<file path="config.mk">
export PLATFORM = sky130hd
export DESIGN_NAME = rtd_modbus_regs
export DESIGN_NICKNAME = d
export VERILOG_FILES = /design/src/rtl/rtd_pkg.sv /design/src/rtl/rtd_modbus_regs.sv
export SDC_FILE = /design/constraint.sdc
export NUM_CORES = 2
export LEC_CHECK = 0
export ABC_AREA = 1
export BUFFER_PORTS_ARGS = -buffer_cell sky130_fd_sc_hd__clkbuf_2
export CAP_MARGIN = 20
export CORE_MARGIN = 2
export CORE_UTILIZATION = 47
export DETAILED_ROUTE_END_ITERATION = 10
export GPL_ROUTABILITY_DRIVEN = 0
export MAX_ROUTING_LAYER = met4
export PLACE_DENSITY_LB_ADDON = 0.05
export RECOVER_POWER = 25
export SYNTH_ARGS = -nofsm -noshare
export SYNTH_HDL_FRONTEND = slang
export SYNTH_SLANG_ARGS = --single-unit
</file>
<file path="constraint.sdc">
create_clock -name ref_clk -period 15.4 [get_ports ref_clk]
set_input_delay 1.54 -clock ref_clk [delete_from_list [all_inputs] [get_ports ref_clk]]
set_output_delay 1.54 -clock ref_clk [all_outputs]
set_load 0.03 [all_outputs]
</file>
<file path="src/rtl/rtd_pkg.sv">
// Purpose: constants and types for the rtd module register bank
// Assumes: requests arrive already framed, one register per request
// Notes: one clock, synchronous active-high reset
// Overview of operation
// - LED read: codes 0x46/0x31, channel and format
// - LED channel byte valid 0x00 to 0x02
// - LED format: units, percent span, hex, ohms
// - LED write 0x32 echoes codes, result zero
// - bad LED request answers 0xC6, code 03
// - station address register holds 1 to 247
// - serial bits 5:0 baud codes 0x03-0x0A
// - serial bits 7:6 select parity and stops
// - response delayed by 0 to 30 ms
// - watchdog enable coil, timeout 0-255 tenths
// - timeout count clears by 0, flag W1C
// - mode coil lets output writes clear flag
// - protocol coil: 0 vendor ascii, 1 rtu
// - filter coil: 0 rejects 60Hz, 1 50Hz
// - format coil: 0 hex, 1 engineering
// - writing 1 reloads calibration, about 3 s
// - reset coil reads 1 once after power-on
// - force coil reports 32767 on open wire
// - at most eleven registers per write
// - per-channel temperature and resistance offsets, ranged
// - read-only range status and input values
// - under range -32768, over range +32767
package rtd_pkg;
  localparam int NCH = 6;
  // function and sub-function codes
  localparam logic [7:0] FN_RD_COILS = 8'h01;
  localparam logic [7:0] FN_RD_INPUTS = 8'h02;
  localparam logic [7:0] FN_RD_HOLD = 8'h03;
  localparam logic [7:0] FN_RD_INREG = 8'h04;
  localparam logic [7:0] FN_WR_COIL = 8'h05;
  localparam logic [7:0] FN_WR_REG = 8'h06;
  localparam logic [7:0] FN_WR_MULTI = 8'h10;
  localparam logic [7:0] FN_VENDOR = 8'h46;
  localparam logic [7:0] FN_VENDOR_EXC = 8'hc6;
  localparam logic [7:0] FN_EXC_BIT = 8'h80;
  localparam logic [7:0] SUB_LED_RD = 8'h31;
  localparam logic [7:0] SUB_LED_WR = 8'h32;
  localparam logic [7:0] EXC_FUNC = 8'h01;
  localparam logic [7:0] EXC_ADDR = 8'h02;
  localparam logic [7:0] EXC_DATA = 8'h03;
  localparam logic [7:0] LED_RD_LEN = 8'h03;
  localparam logic [7:0] LED_WR_LEN = 8'h05;
  localparam logic [7:0] LED_CH_MAX = 8'h02;
  localparam logic [7:0] LED_FMT_MAX = 8'h03;
  localparam logic [7:0] MAX_WR_REGS = 8'h0b;
  localparam logic [15:0] COIL_ON = 16'hff00;
  localparam logic [15:0] COIL_OFF = 16'h0000;
  // address map
  localparam logic [15:0] A_OVR_COIL = 16'h0081;
  localparam logic [15:0] A_PROTO = 16'h0101;
  localparam logic [15:0] A_FILTER = 16'h0103;
  localparam logic [15:0] A_WDT_MODE = 16'h0104;
  localparam logic [15:0] A_WDT_EN = 16'h0105;
  localparam logic [15:0] A_FORMAT = 16'h010d;
  localparam logic [15:0] A_WDT_FLAG = 16'h010e;
  localparam logic [15:0] A_CAL = 16'h0110;
  localparam logic [15:0] A_FIRST = 16'h0111;
  localparam logic [15:0] A_OPEN_FORCE = 16'h0113;
  localparam logic [15:0] A_OVR_INPUT = 16'h2791;
  localparam logic [15:0] A_AIN = 16'h7531;
  localparam logic [15:0] A_AIN_MIRROR = 16'h9c41;
  localparam logic [15:0] A_TYPE = 16'h9d41;
  localparam logic [15:0] A_TEMP_OFS = 16'h9d61;
  localparam logic [15:0] A_RES_OFS = 16'h9dc1;
  localparam logic [15:0] A_FW_LO = 16'h9e21;
  localparam logic [15:0] A_FW_HI = 16'h9e22;
  localparam logic [15:0] A_NAME_LO = 16'h9e23;
  localparam logic [15:0] A_NAME_HI = 16'h9e24;
  localparam logic [15:0] A_STATION = 16'h9e25;
  localparam logic [15:0] A_SERIAL = 16'h9e26;
  localparam logic [15:0] A_DELAY = 16'h9e28;
  localparam logic [15:0] A_WDT_VAL = 16'h9e29;
  localparam logic [15:0] A_CH_EN = 16'h9e2a;
  localparam logic [15:0] A_WDT_CNT = 16'h9e2c;
  // value limits and fields
  localparam logic [15:0] STATION_MIN = 16'h0001;
  localparam logic [15:0] STATION_MAX = 16'h00f7;
  localparam logic [5:0] BAUD_MIN = 6'h03;
  localparam logic [5:0] BAUD_MAX = 6'h0a;
  localparam int SER_BAUD_MSB = 5;
  localparam int SER_FRAME_LSB = 6;
  localparam int SER_FRAME_MSB = 7;
  localparam logic [15:0] DELAY_MAX = 16'h001e;
  localparam logic [15:0] BYTE_MAX = 16'h00ff;
  localparam logic [15:0] CH_EN_MAX = 16'h003f;
  localparam logic [15:0] VAL_OVER = 16'h7fff;
  localparam logic [15:0] VAL_UNDER = 16'h8000;
  // reset values
  localparam logic [15:0] RST_STATION = 16'h0001;
  localparam logic [15:0] RST_SERIAL = 16'h0006;
  localparam logic [15:0] RST_DELAY = 16'h0000;
  localparam logic [15:0] RST_WDT_VAL = 16'h0000;
  localparam logic [15:0] RST_CH_EN = 16'h003f;
  localparam logic [15:0] RST_TYPE = 16'h0020;
  localparam logic RST_PROTO = 1'b1;
  // timing
  localparam int CLK_PERIOD_NS = 20;
  localparam int MS_NS = 1000000;
  localparam int WDT_UNIT_MS = 100;
  localparam int CAL_TIME_MS = 3000;
  localparam int MS_CYC = (MS_NS + CLK_PERIOD_NS - 1) / CLK_PERIOD_NS;
  localparam int WDT_UNIT_CYC = WDT_UNIT_MS * MS_CYC;
  localparam int CAL_CYC = CAL_TIME_MS * MS_CYC;

  typedef struct packed {
    logic [7:0] func;
    logic [7:0] sub;
    logic [15:0] addr;
    logic [15:0] data;
    logic [7:0] qty;
    logic [7:0] nbytes;
  } rtd_req_t;

  typedef struct packed {
    logic [7:0] func;
    logic [7:0] sub;
    logic [15:0] data;
    logic [7:0] exc;
  } rtd_rsp_t;

  typedef struct packed {
    logic protocolRtu;
    logic filter50Hz;
    logic engFormat;
    logic [5:0] baudCode;
    logic [1:0] framing;
    logic [7:0] station;
    logic [5:0] chanEnable;
    logic [7:0] ledChan;
    logic [7:0] ledFmt;
  } rtd_cfg_t;

  typedef enum logic [1:0] {
    ST_IDLE = 2'b01,
    ST_WAIT = 2'b10
  } rtd_state_t;
endpackage

</file>
<file path="src/rtl/rtd_modbus_regs.sv">
// Purpose: register bank and led sub-functions of the rtd module
// Assumes: framer hands over one register per request, crc checked
// Notes: analog path feeds adcValue and range flags on ref_clk
`timescale 1ns/100ps
module rtd_modbus_regs
  import rtd_pkg::*;
#(
  parameter int MS_CYC_P = MS_CYC,
  parameter int WDT_CYC_P = WDT_UNIT_CYC,
  parameter int CAL_CYC_P = CAL_CYC,
  parameter logic [15:0] FW_LO = 16'h0a01, // arbitrary
  parameter logic [15:0] FW_HI = 16'h0000, // arbitrary
  parameter logic [15:0] NAME_LO = 16'h1234, // arbitrary
  parameter logic [15:0] NAME_HI = 16'h0000 // arbitrary
) (
  input wire logic ref_clk,
  input wire logic reset,
  input wire logic reqValid,
  input wire rtd_req_t req,
  output logic reqReady,
  output logic rspValid,
  output rtd_rsp_t rsp,
  input wire logic [NCH-1:0][15:0] adcValue,
  input wire logic [NCH-1:0] overRange,
  input wire logic [NCH-1:0] underRange,
  input wire logic [NCH-1:0] openWire,
  output rtd_cfg_t cfg,
  output logic calBusy,
  output logic wdtTimeout
);
  function automatic logic inBank(input logic [15:0] a,
                                  input logic [15:0] b);
    inBank = (a >= b) && (a < b + 16'(NCH));
  endfunction
  function automatic logic [2:0] bankIdx(input logic [15:0] a,
                                         input logic [15:0] b);
    logic [15:0] d;
    d = a - b;
    bankIdx = d[2:0];
  endfunction
  rtd_state_t state_r;
  logic [31:0] waitCnt_r;
  rtd_rsp_t rsp_r, rspNxt;
  logic proto_r, filter_r, wdtMode_r, wdtEn_r, format_r;
  logic wdtFlag_r, firstRead_r, openForce_r, fired_r, calBusy_r;
  logic [15:0] station_r, serial_r, delay_r, wdtVal_r, chEn_r;
  logic [15:0] wdtCnt_r, rdData;
  logic [7:0] ledChan_r, ledFmt_r, units_r, excCode;
  logic [15:0] typeCode_r [NCH], tempOfs_r [NCH], resOfs_r [NCH];
  logic [31:0] tick_r, calCnt_r;
  logic [NCH-1:0][15:0] repVal;
  logic [NCH-1:0] statBit;
  wire logic [15:0] reqAddr = req.addr;
  wire logic [15:0] reqData = req.data;
  // per-channel reported value and range status
  for (genvar g = 0; g < NCH; g++) begin : g_chan
    assign repVal[g] = (openWire[g] && openForce_r) ? VAL_OVER :
                       underRange[g] ? VAL_UNDER :
                       overRange[g] ? VAL_OVER : adcValue[g];
    assign statBit[g] = overRange[g] | underRange[g];
  end
  // coil read decode
  wire logic coilHit = inBank(reqAddr, A_OVR_COIL) ||
    reqAddr == A_PROTO || reqAddr == A_FILTER ||
    reqAddr == A_WDT_MODE || reqAddr == A_WDT_EN ||
    reqAddr == A_FORMAT || reqAddr == A_WDT_FLAG ||
    reqAddr == A_FIRST || reqAddr == A_OPEN_FORCE;
  wire logic coilRd =
    inBank(reqAddr, A_OVR_COIL) ? statBit[bankIdx(reqAddr, A_OVR_COIL)] :
    reqAddr == A_PROTO ? proto_r :
    reqAddr == A_FILTER ? filter_r :
    reqAddr == A_WDT_MODE ? wdtMode_r :
    reqAddr == A_WDT_EN ? wdtEn_r :
    reqAddr == A_FORMAT ? format_r :
    reqAddr == A_WDT_FLAG ? wdtFlag_r :
    reqAddr == A_FIRST ? firstRead_r : openForce_r;
  // coil write decode; status and reset coils stay read-only
  wire logic coilWrHit = reqAddr == A_PROTO || reqAddr == A_FILTER ||
    reqAddr == A_WDT_MODE || reqAddr == A_WDT_EN ||
    reqAddr == A_FORMAT || reqAddr == A_WDT_FLAG ||
    reqAddr == A_CAL || reqAddr == A_OPEN_FORCE;
  wire logic coilOn = reqData == COIL_ON;
  wire logic coilValOk = coilOn || reqData == COIL_OFF;
  // holding register read decode
  wire logic holdWrScalar = reqAddr == A_STATION ||
    reqAddr == A_SERIAL || reqAddr == A_DELAY ||
    reqAddr == A_WDT_VAL || reqAddr == A_CH_EN || reqAddr == A_WDT_CNT;
  wire logic holdHit = inBank(reqAddr, A_AIN_MIRROR) ||
    inBank(reqAddr, A_TYPE) || inBank(reqAddr, A_TEMP_OFS) ||
    inBank(reqAddr, A_RES_OFS) || reqAddr == A_FW_LO ||
    reqAddr == A_FW_HI || reqAddr == A_NAME_LO ||
    reqAddr == A_NAME_HI || holdWrScalar;
  wire logic [15:0] holdRd =
    inBank(reqAddr, A_AIN_MIRROR) ?
      repVal[bankIdx(reqAddr, A_AIN_MIRROR)] :
    inBank(reqAddr, A_TYPE) ? typeCode_r[bankIdx(reqAddr, A_TYPE)] :
    inBank(reqAddr, A_TEMP_OFS) ?
      tempOfs_r[bankIdx(reqAddr, A_TEMP_OFS)] :
    inBank(reqAddr, A_RES_OFS) ? resOfs_r[bankIdx(reqAddr, A_RES_OFS)] :
    reqAddr == A_FW_LO ? FW_LO : reqAddr == A_FW_HI ? FW_HI :
    reqAddr == A_NAME_LO ? NAME_LO : reqAddr == A_NAME_HI ? NAME_HI :
    reqAddr == A_STATION ? station_r : reqAddr == A_SERIAL ? serial_r :
    reqAddr == A_DELAY ? delay_r : reqAddr == A_WDT_VAL ? wdtVal_r :
    reqAddr == A_CH_EN ? chEn_r : wdtCnt_r;
  // holding write decode and range checks
  wire logic holdWrHit = inBank(reqAddr, A_TYPE) ||
    inBank(reqAddr, A_TEMP_OFS) || inBank(reqAddr, A_RES_OFS) ||
    holdWrScalar;
  wire logic byteOk = reqData <= BYTE_MAX;
  wire logic sbyteOk = &reqData[15:7] || ~|reqData[15:7];
  wire logic baudOk = reqData[15:8] == 8'h00 &&
    reqData[SER_BAUD_MSB:0] >= BAUD_MIN &&
    reqData[SER_BAUD_MSB:0] <= BAUD_MAX;
  wire logic holdWrOk =
    inBank(reqAddr, A_TEMP_OFS) ? sbyteOk :
    inBank(reqAddr, A_RES_OFS) ? byteOk :
    inBank(reqAddr, A_TYPE) ? byteOk :
    reqAddr == A_STATION ?
      (reqData >= STATION_MIN && reqData <= STATION_MAX) :
    reqAddr == A_SERIAL ? baudOk :
    reqAddr == A_DELAY ? reqData <= DELAY_MAX :
    reqAddr == A_WDT_VAL ? byteOk :
    reqAddr == A_CH_EN ? reqData <= CH_EN_MAX :
    reqData == 16'h0000;
  wire logic multiBad = req.func == FN_WR_MULTI &&
    (req.qty > MAX_WR_REGS || req.qty == 8'h00);
  wire logic ledWrOk = req.nbytes == LED_WR_LEN &&
    reqData[15:8] <= LED_CH_MAX && reqData[7:0] <= LED_FMT_MAX;
  // request decode into answer data or exception code
  always_comb begin
    excCode = 8'h00;
    rdData = 16'h0000;
    unique case (req.func)
      FN_RD_COILS: if (coilHit) rdData = {15'h0000, coilRd};
        else excCode = EXC_ADDR;
      FN_RD_INPUTS: if (inBank(reqAddr, A_OVR_INPUT))
          rdData = {15'h0000, statBit[bankIdx(reqAddr, A_OVR_INPUT)]};
        else excCode = EXC_ADDR;
      FN_RD_HOLD: if (holdHit) rdData = holdRd;
        else excCode = EXC_ADDR;
      FN_RD_INREG: if (inBank(reqAddr, A_AIN))
          rdData = repVal[bankIdx(reqAddr, A_AIN)];
        else excCode = EXC_ADDR;
      FN_WR_COIL: if (!coilWrHit) excCode = EXC_ADDR;
        else if (!coilValOk) excCode = EXC_DATA;
        else rdData = reqData;
      FN_WR_REG, FN_WR_MULTI: if (multiBad) excCode = EXC_DATA;
        else if (!holdWrHit) excCode = EXC_ADDR;
        else if (!holdWrOk) excCode = EXC_DATA;
        else rdData = reqData;
      FN_VENDOR: begin
        if (req.sub == SUB_LED_RD) begin
          if (req.nbytes != LED_RD_LEN) excCode = EXC_DATA;
          else rdData = {ledChan_r, ledFmt_r};
        end else if (req.sub == SUB_LED_WR) begin
          if (!ledWrOk) excCode = EXC_DATA;
          else rdData = 16'h0000;
        end else excCode = EXC_FUNC;
      end
      default: excCode = EXC_FUNC;
    endcase
  end
  // answer frame: echo codes, or flag the function as exception
  assign rspNxt.func = (excCode != 8'h00) ? (req.func | FN_EXC_BIT) :
                       req.func;
  assign rspNxt.sub = req.sub;
  assign rspNxt.data = rdData;
  assign rspNxt.exc = excCode;
  wire logic acc = reqValid && reqReady;
  wire logic ok = acc && excCode == 8'h00;
  wire logic wrCoil = ok && req.func == FN_WR_COIL;
  wire logic wrReg = ok &&
    (req.func == FN_WR_REG || req.func == FN_WR_MULTI);
  wire logic wrLed = ok && req.func == FN_VENDOR && req.sub == SUB_LED_WR;
  wire logic calStart = wrCoil && reqAddr == A_CAL && coilOn;
  wire logic wdtFire = !fired_r && wdtEn_r && wdtVal_r != 16'h0000 &&
    !acc && tick_r == 32'(WDT_CYC_P - 1) &&
    (units_r + 8'h01) == wdtVal_r[7:0];
  wire logic flagClr = (wrCoil && reqAddr == A_WDT_FLAG && coilOn) ||
    (wdtMode_r && (wrCoil || wrReg));
  // requests held off while a response is pending or cal runs
  assign reqReady = state_r == ST_IDLE && !calBusy_r;
  assign rspValid = state_r == ST_WAIT && waitCnt_r == 32'h00000000;
  assign rsp = rsp_r;
  assign calBusy = calBusy_r;
  assign wdtTimeout = wdtFlag_r;
  assign cfg = '{protocolRtu: proto_r, filter50Hz: filter_r,
    engFormat: format_r, baudCode: serial_r[SER_BAUD_MSB:0],
    framing: serial_r[SER_FRAME_MSB:SER_FRAME_LSB],
    station: station_r[7:0], chanEnable: chEn_r[5:0],
    ledChan: ledChan_r, ledFmt: ledFmt_r};
  // response sequencer with programmable delay
  always_ff @(posedge ref_clk) begin
    if (reset) begin
      state_r <= ST_IDLE;
      waitCnt_r <= 32'h00000000;
      rsp_r <= '0;
    end else begin
      unique case (state_r)
        ST_IDLE: if (acc) begin
          state_r <= ST_WAIT;
          waitCnt_r <= 32'(delay_r) * 32'(MS_CYC_P);
          rsp_r <= rspNxt;
        end
        ST_WAIT: if (waitCnt_r == 32'h00000000) state_r <= ST_IDLE;
          else waitCnt_r <= waitCnt_r - 32'h00000001;
      endcase
    end
  end
  // configuration coils
  always_ff @(posedge ref_clk) begin
    if (reset) begin
      proto_r <= RST_PROTO;
      filter_r <= 1'b0;
      wdtMode_r <= 1'b0;
      wdtEn_r <= 1'b0;
      format_r <= 1'b0;
      openForce_r <= 1'b0;
    end else if (wrCoil) begin
      if (reqAddr == A_PROTO) proto_r <= coilOn;
      if (reqAddr == A_FILTER) filter_r <= coilOn;
      if (reqAddr == A_WDT_MODE) wdtMode_r <= coilOn;
      if (reqAddr == A_WDT_EN) wdtEn_r <= coilOn;
      if (reqAddr == A_FORMAT) format_r <= coilOn;
      if (reqAddr == A_OPEN_FORCE) openForce_r <= coilOn;
    end
  end
  // scalar holding registers and led settings
  always_ff @(posedge ref_clk) begin
    if (reset) begin
      station_r <= RST_STATION;
      serial_r <= RST_SERIAL;
      delay_r <= RST_DELAY;
      wdtVal_r <= RST_WDT_VAL;
      chEn_r <= RST_CH_EN;
      ledChan_r <= 8'h00;
      ledFmt_r <= 8'h00;
    end else begin
      if (wrReg && reqAddr == A_STATION) station_r <= reqData;
      if (wrReg && reqAddr == A_SERIAL) serial_r <= reqData;
      if (wrReg && reqAddr == A_DELAY) delay_r <= reqData;
      if (wrReg && reqAddr == A_WDT_VAL) wdtVal_r <= reqData;
      if (wrReg && reqAddr == A_CH_EN) chEn_r <= reqData;
      if (wrLed) begin
        ledChan_r <= reqData[15:8];
        ledFmt_r <= reqData[7:0];
      end
    end
  end
  // per-channel type codes and offsets
  always_ff @(posedge ref_clk) begin
    for (int i = 0; i < NCH; i++) begin
      if (reset) begin
        typeCode_r[i] <= RST_TYPE;
        tempOfs_r[i] <= 16'h0000;
        resOfs_r[i] <= 16'h0000;
      end else if (wrReg) begin
        if (reqAddr == A_TYPE + 16'(i)) typeCode_r[i] <= reqData;
        if (reqAddr == A_TEMP_OFS + 16'(i)) tempOfs_r[i] <= reqData;
        if (reqAddr == A_RES_OFS + 16'(i)) resOfs_r[i] <= reqData;
      end
    end
  end
  // host watchdog: any accepted request restarts the timer
  always_ff @(posedge ref_clk) begin
    if (reset || acc || !wdtEn_r || wdtVal_r == 16'h0000) begin
      tick_r <= 32'h00000000;
      units_r <= 8'h00;
      fired_r <= 1'b0;
    end else if (!fired_r) begin
      if (tick_r == 32'(WDT_CYC_P - 1)) begin
        tick_r <= 32'h00000000;
        units_r <= units_r + 8'h01;
        if (wdtFire) fired_r <= 1'b1;
      end else tick_r <= tick_r + 32'h00000001;
    end
  end
  // timeout flag and count; a new timeout beats a clear
  always_ff @(posedge ref_clk) begin
    if (reset) begin
      wdtFlag_r <= 1'b0;
      wdtCnt_r <= 16'h0000;
    end else begin
      if (wdtFire) wdtFlag_r <= 1'b1;
      else if (flagClr) wdtFlag_r <= 1'b0;
      if (wdtFire) wdtCnt_r <= (wdtCnt_r == 16'hffff) ? wdtCnt_r :
                               wdtCnt_r + 16'h0001;
      else if (wrReg && reqAddr == A_WDT_CNT)
        wdtCnt_r <= 16'h0000;
    end
  end
  // calibration reload busy timer and first-read flag
  always_ff @(posedge ref_clk) begin
    if (reset) begin
      calBusy_r <= 1'b0;
      calCnt_r <= 32'h00000000;
      firstRead_r <= 1'b1;
    end else begin
      if (calStart) begin
        calBusy_r <= 1'b1;
        calCnt_r <= 32'(CAL_CYC_P - 1);
      end else if (calBusy_r) begin
        if (calCnt_r == 32'h00000000) calBusy_r <= 1'b0;
        else calCnt_r <= calCnt_r - 32'h00000001;
      end
      if (ok && req.func == FN_RD_COILS && reqAddr == A_FIRST)
        firstRead_r <= 1'b0;
    end
  end
endmodule

</file>
* Word-level counts from Yosys, hierarchy flattened
Memories as Yosys holds them, arrays and structs flattened.
Index checks and enable logic that the tools add are counted.
** Storage, ports and cells
- Bits in registers :: 268
- Latch bits :: 0
- Memory bits (writable) :: 288
- ROM bits :: 0
- Output and inout port bits :: 85
- Word-level logic and storage cells :: 472
- Memories kept :: 3
** Memories
- resOfs_r :: depth 6, bits a word 16, rd ports 1, clocked after Yosys merged registers in 0, wr ports 6, line rtd_modbus_regs.sv:49 : logic [15:0] typeCode_r [NCH], tempOfs_r [NCH], resOfs_r [NCH];
- tempOfs_r :: depth 6, bits a word 16, rd ports 1, clocked after Yosys merged registers in 0, wr ports 6, line rtd_modbus_regs.sv:49
- typeCode_r :: depth 6, bits a word 16, rd ports 1, clocked after Yosys merged registers in 0, wr ports 6, line rtd_modbus_regs.sv:49
** Cells by class
- $add $sub $neg :: 12
- $mul :: 1
- Div/mod/pow operators :: 0
- Order comparisons :: 28
- Equality and inequality tests :: 60
- Shift-type cells :: 0
- Multiplexer cells :: 195
- Bitwise operators :: 26
- Reduce and logical (&&, ||, !) cells :: 119
** Operator list (number)
- 16-bit two-way mux :: 63
- 16-bit == test, second input constant :: 30
- 16-bit by 9-bit == test with 1-bit output, second input constant :: 9
- 16-bit one-hot mux with 7 select lines :: 1
- 1-bit two-way mux :: 102
- 16-bit binary-select mux with 3-bit select :: 2
- 32-bit two-way mux :: 3
- 28-bit two-way mux :: 3
- 16-bit >= comparator, second input constant :: 4
- 32-bit zero test :: 2
- 16-bit less-than comparator, second input constant :: 4
- 32-bit one-hot mux with 2 select lines :: 1
- 32-bit by 1-bit subtractor with 32-bit output, second input constant :: 2
- 8-bit one-hot mux with 7 select lines :: 1
- 1-bit logical AND :: 45
- 1-bit logical OR :: 40
- 32-bit by 1-bit adder with 32-bit output, second input constant :: 1
- 32-bit by 23-bit == test with 1-bit output, second input constant :: 1
- 8-bit by 3-bit == test with 1-bit output, second input constant :: 4
- 16-bit by 8-bit less-or-equal comparator with 1-bit output, second input constant :: 2
- 16-bit zero test :: 2
- 16-bit by 12-bit multiplier with 28-bit output, second input constant :: 1
- 2-bit two-way mux :: 13
- 2-bit AND reduction :: 13
- 41 further kinds :: 92

* Longest topological paths before layout
- Depth in word-level cells :: 21
- Mapped depth :: 28
- Gate-level depth less buffers :: 25

* Worst setup path before layout
Ideal clock, no wire load.
- Kind :: input to register
- Start point :: in req[32] in the netlist's numbering
- End point :: mem resOfs_r[0][0], enable pin
- Arrival :: 5564 ps
- Setup slack :: 9424 ps
- Stages :: 22
- Cell sequence :: clkbuf_1 > inv_2 > clkbuf_1 > clkbuf_1 > ha_1 > buf_2 > inv_1 > nor2_2 > nand2_1 > nand2_1 > nor2_1 > nand3_2 > nand2_1 > nand2_1 > nand3_1 > a21oi_4 > nand2_2 > clkinv_2 > nand2_8 > inv_6 > nand2_1 > o21ai_0
** RTL lines
- start: declaration :: line rtd_modbus_regs.sv:19 : input wire rtd_req_t req,
- end: declaration :: line rtd_modbus_regs.sv:49

==> out/results.tsv <==
stage	metric	value	unit
worst_setup_path	crit_top_cell	nand2_1	
sta	worstMarginPinSlew	3.984	ns
drt	routedWlPerCell	20.23	um
clock_tree	clkLatencyLatePin	0.62	ns
cells_and_area	fin_nets	4713	
status	status	complete, but fails checks	
worst_setup_path	end_kind	flip-flop	
worst_setup_path	critPathTopFamily	buffers and inverters	
clock_tree	post_cts_buffers	0	
worst_setup_path	cp_slowest_cell	clkinvlp_2	
sta	hold_viol_final	0	
yosys	ys_ff_latch	550	
clock_tree	cts_tree	done	
sta	drv_slew	172	
grt	global_route.usage.total	0.3061	
floorplan	die_y	266.6	um
sta	fin_worst_skew	0.03438	ns
yosys	synth_edf_count	288	
yosys	synth_compound_area_frac	0.1360	
worst_setup_path	r2r-start	delay_r[2]	
worst_setup_path	cp_num_buf_inv	6	
drt	first_pass_iters	5	
clock_tree	clk_pin_slew	0.05	ns
cells_and_area	drive_gt1_frac	0.09873	
grt	antenna_found_initial	0	
yosys	yosys.area_share.simple	0.2597	
floorplan	start_util	0.4734	
place	io_buffer_count	259	
sta	setup_viol	0	
yosys	synth_area_leader_cell	edfxtp_1	
yosys	synth_xor_area_frac	0.01756	
place	dp.cells	5189	
worst_setup_path	cp-start-kind	input pin	
worst_setup_path	slowest_delay	2.04	ns
yosys	avgSynthCellArea	7.869	um2
power_and_ir_drop	leakagePower	16.26	nW
yosys	syn_area	32410	um2
cells_and_area	final_cell_mix	nand2_1, nor2_1, inv_1	
floorplan	io_pins	266	
grt	grt_pass1_wl	162700	um
drt	wl	107400	um
sta	fmax	105.5	MHz
cells_and_area	area_growth	12.51	%
clock_tree	cts_resized	0	
sta	finalCritPeriodShare	0.6154	
cells_and_area	layout_commonest_cell	nand2_1	
grt	grt_overflow_total	0	
worst_hold_path	hp-start	station_r[15]	
clock_tree	clk_path_buf_depth	3	
yosys	synthArstFlopShare	0	
floorplan	die_w	266.6	um
yosys	ys_types	76	
clock_tree	cts_root_buf	clkbuf_16	
floorplan	coreArea	68470	um2
clock_tree	clock-sinks	550	
yosys	synth_top_family_by_area	simple AND/OR/NAND/NOR gates	
place	dp_hpwl	78820	um
power_and_ir_drop	vdd_drop_max	0.00006938	V
drt	vias	29611	
clock_tree	h-tree-depth	3	
cells_and_area	finalNonFillerCells	5308	
sta	period_minus_slack	9.476	ns
worst_setup_path	reg2reg_slack	10.29	ns
clock_tree	numCtsBuffers	66	
worst_setup_path	required	15.62	ns
yosys	synth_top_area_share	0.2668	
worst_setup_path	crit_start	req[32]	
worst_setup_path	crit_fanout	40	
worst_hold_path	hp-class	reg2reg	
drt	ant_nets	0	
yosys	yosysWarningCount	0	
status	failed_checks	capacitance limit, slew limit	
run	maxCapViolCount	3	
yosys	synth_area_leaders	edfxtp_1, dfxtp_1, nand2_1	
sta	fin_tns_setup	0	ns
clock_tree	hold_buffers	0	
floorplan	num_rows	96	
worst_setup_path	critPathArrivalTime	9.70	ns
yosys	synthMuxAreaShare	0.003397	
drt	drc	0	
floorplan	die_area	71080	um2
grt	grt_max_degree	103	
sta	rsz0062_at_grt	false	
grt	grt_pass1_vias	27187	
drt	routed_via_density	5.579	
worst_setup_path	cp_cell_sequence	clkbuf_1 -> clkinvlp_2 -> ha_1 -> nand3_1 -> clkinv_1 -> nor2_1 -> nand3_1 -> nand2_1 -> nand2_1 -> a21oi_1 -> nand2_1 -> inv_1 -> nand3_1 -> a21oi_1 -> nand2_2 -> clkinvlp_2 -> nand2_1 -> clkinvlp_2 -> nand3_1 -> nand2_1	
worst_setup_path	crit_type	in2reg	
yosys	syn-instance-count	4119	
yosys	synthAdderAreaFrac	0.07002	
yosys	synth_flop_cell	edfxtp_1	
power_and_ir_drop	power_density	98.94	nW/um2
cells_and_area	num_antenna_cells	0	
sta	slew_headroom	-1.656	
drt	drt-initial-drc-count	3604	
yosys	yosysSeqAreaShare	0.4286	
per-stage QoR:
stage	hold WS [ns]	total power, mW	utilization	cell area [um2]	worst slack (ns)
floorplan	0.4144	1.901	-	32790	9.424
global placement	0.4225	2.058	0.5043	34530	9.388
detailed placement	0.4244	2.060	0.5043	34530	9.343
CTS	0.4363	3.623	0.5357	36680	9.971
global route	0.4574	3.735	0.5327	36470	5.439
finish	0.4423	3.608	0.5327	36470	5.924
layout make-up:
| cell class | instances | area [um2] |
|---|---|---|
| sequential | 550 | 13890 |
| clock buffer | 92 | 1886 |
| tap | 882 | 1104 |
| fill | 6675 | 32000 |
| inverter | 459 | 1737 |
| timing repair buffer | 303 | 1506 |
| multi-input combinational | 2997 | 16080 |
| clock inverter | 25 | 261.5 |
state kept, by name (all words and copies together) (netlist names), 2 cells and up:
name / cells
units_r: 8
serial_r: 16
tempOfs_r: 96
wdtCnt_r: 16
typeCode_r: 96
ledFmt_r: 8
rsp: 34
chEn_r: 16
station_r: 16
waitCnt_r: 32
state_r: 2
calCnt_r: 32
tick_r: 32
resOfs_r: 96
wdtVal_r: 16
delay_r: 16
ledChan_r: 8
report_power, final:
group | internal [mW] | total, mW | switching, mW
Sequential | 1.59 | 1.62 | 0.0254
Clock | 0.926 | 1.57 | 0.644
Combinational | 0.114 | 0.418 | 0.304
synthesized netlist by cell type, types with 17 or more instances:
cell type / count
nand2_1: 730
nor2_1: 634
inv_1: 418
o21ai_0: 337
edfxtp_1: 288
dfxtp_1: 262
nand3_1: 245
a21oi_1: 215
clkbuf_1: 148
ha_1: 111
nor3_1: 67
nand4_1: 62
nor4_1: 46
fa_1: 44
a31oi_1: 41
o211ai_1: 40
xor2_1: 40
buf_4: 36
nor2_2: 30
inv_2: 29
xnor2_1: 25
a22oi_1: 19
or2_2: 17
worst paths after layout:
path	cells past startpoint	end
max	20	typeCode_r[3][8]
min	2	station_r[15]
max reg2reg	21	waitCnt_r[28]
min reg2reg	2	station_r[15]
routing by layer:
layer	wire, um	up-vias	global-route usage
met5	0	-	-
met4	2863	0	0.08928
met3	8574	166	0.04096
met2	47160	1232	0.4514
met1	48780	13930	0.4389
li1	-	14283	-
worst register-to-register path, stage by stage (launching register included):
cell and delay (ns):
dfxtp_1 0.54, ha_1 0.32, ha_1 0.22, fa_1 0.48, ha_1 0.28, inv_1 0.05
fa_1 0.52, inv_1 0.04, ha_1 0.34, nand2_1 0.06, nor2_1 0.08, a211oi_1 0.07
o21ai_0 0.41, a21oi_1 0.19, o21ai_0 0.42, a21oi_1 0.18, o21ai_0 0.35, nand3_1 0.15
nand2_1 0.08, nand2_1 0.04, nand3_1 0.07, a21oi_1 0.06
cell families after synthesis:
| family | Yosys count |
|---|---|
| AO/OA/AOI/OAI | 763 |
| XOR/XNOR | 65 |
| adder cells (fa/ha/maj) | 155 |
| buffers and inverters | 673 |
| flip-flops | 550 |
| multiplexers | 11 |
| other | 1 |
| AND/OR/NAND/NOR | 1901 |
Power figures use the tool's default switching activity.
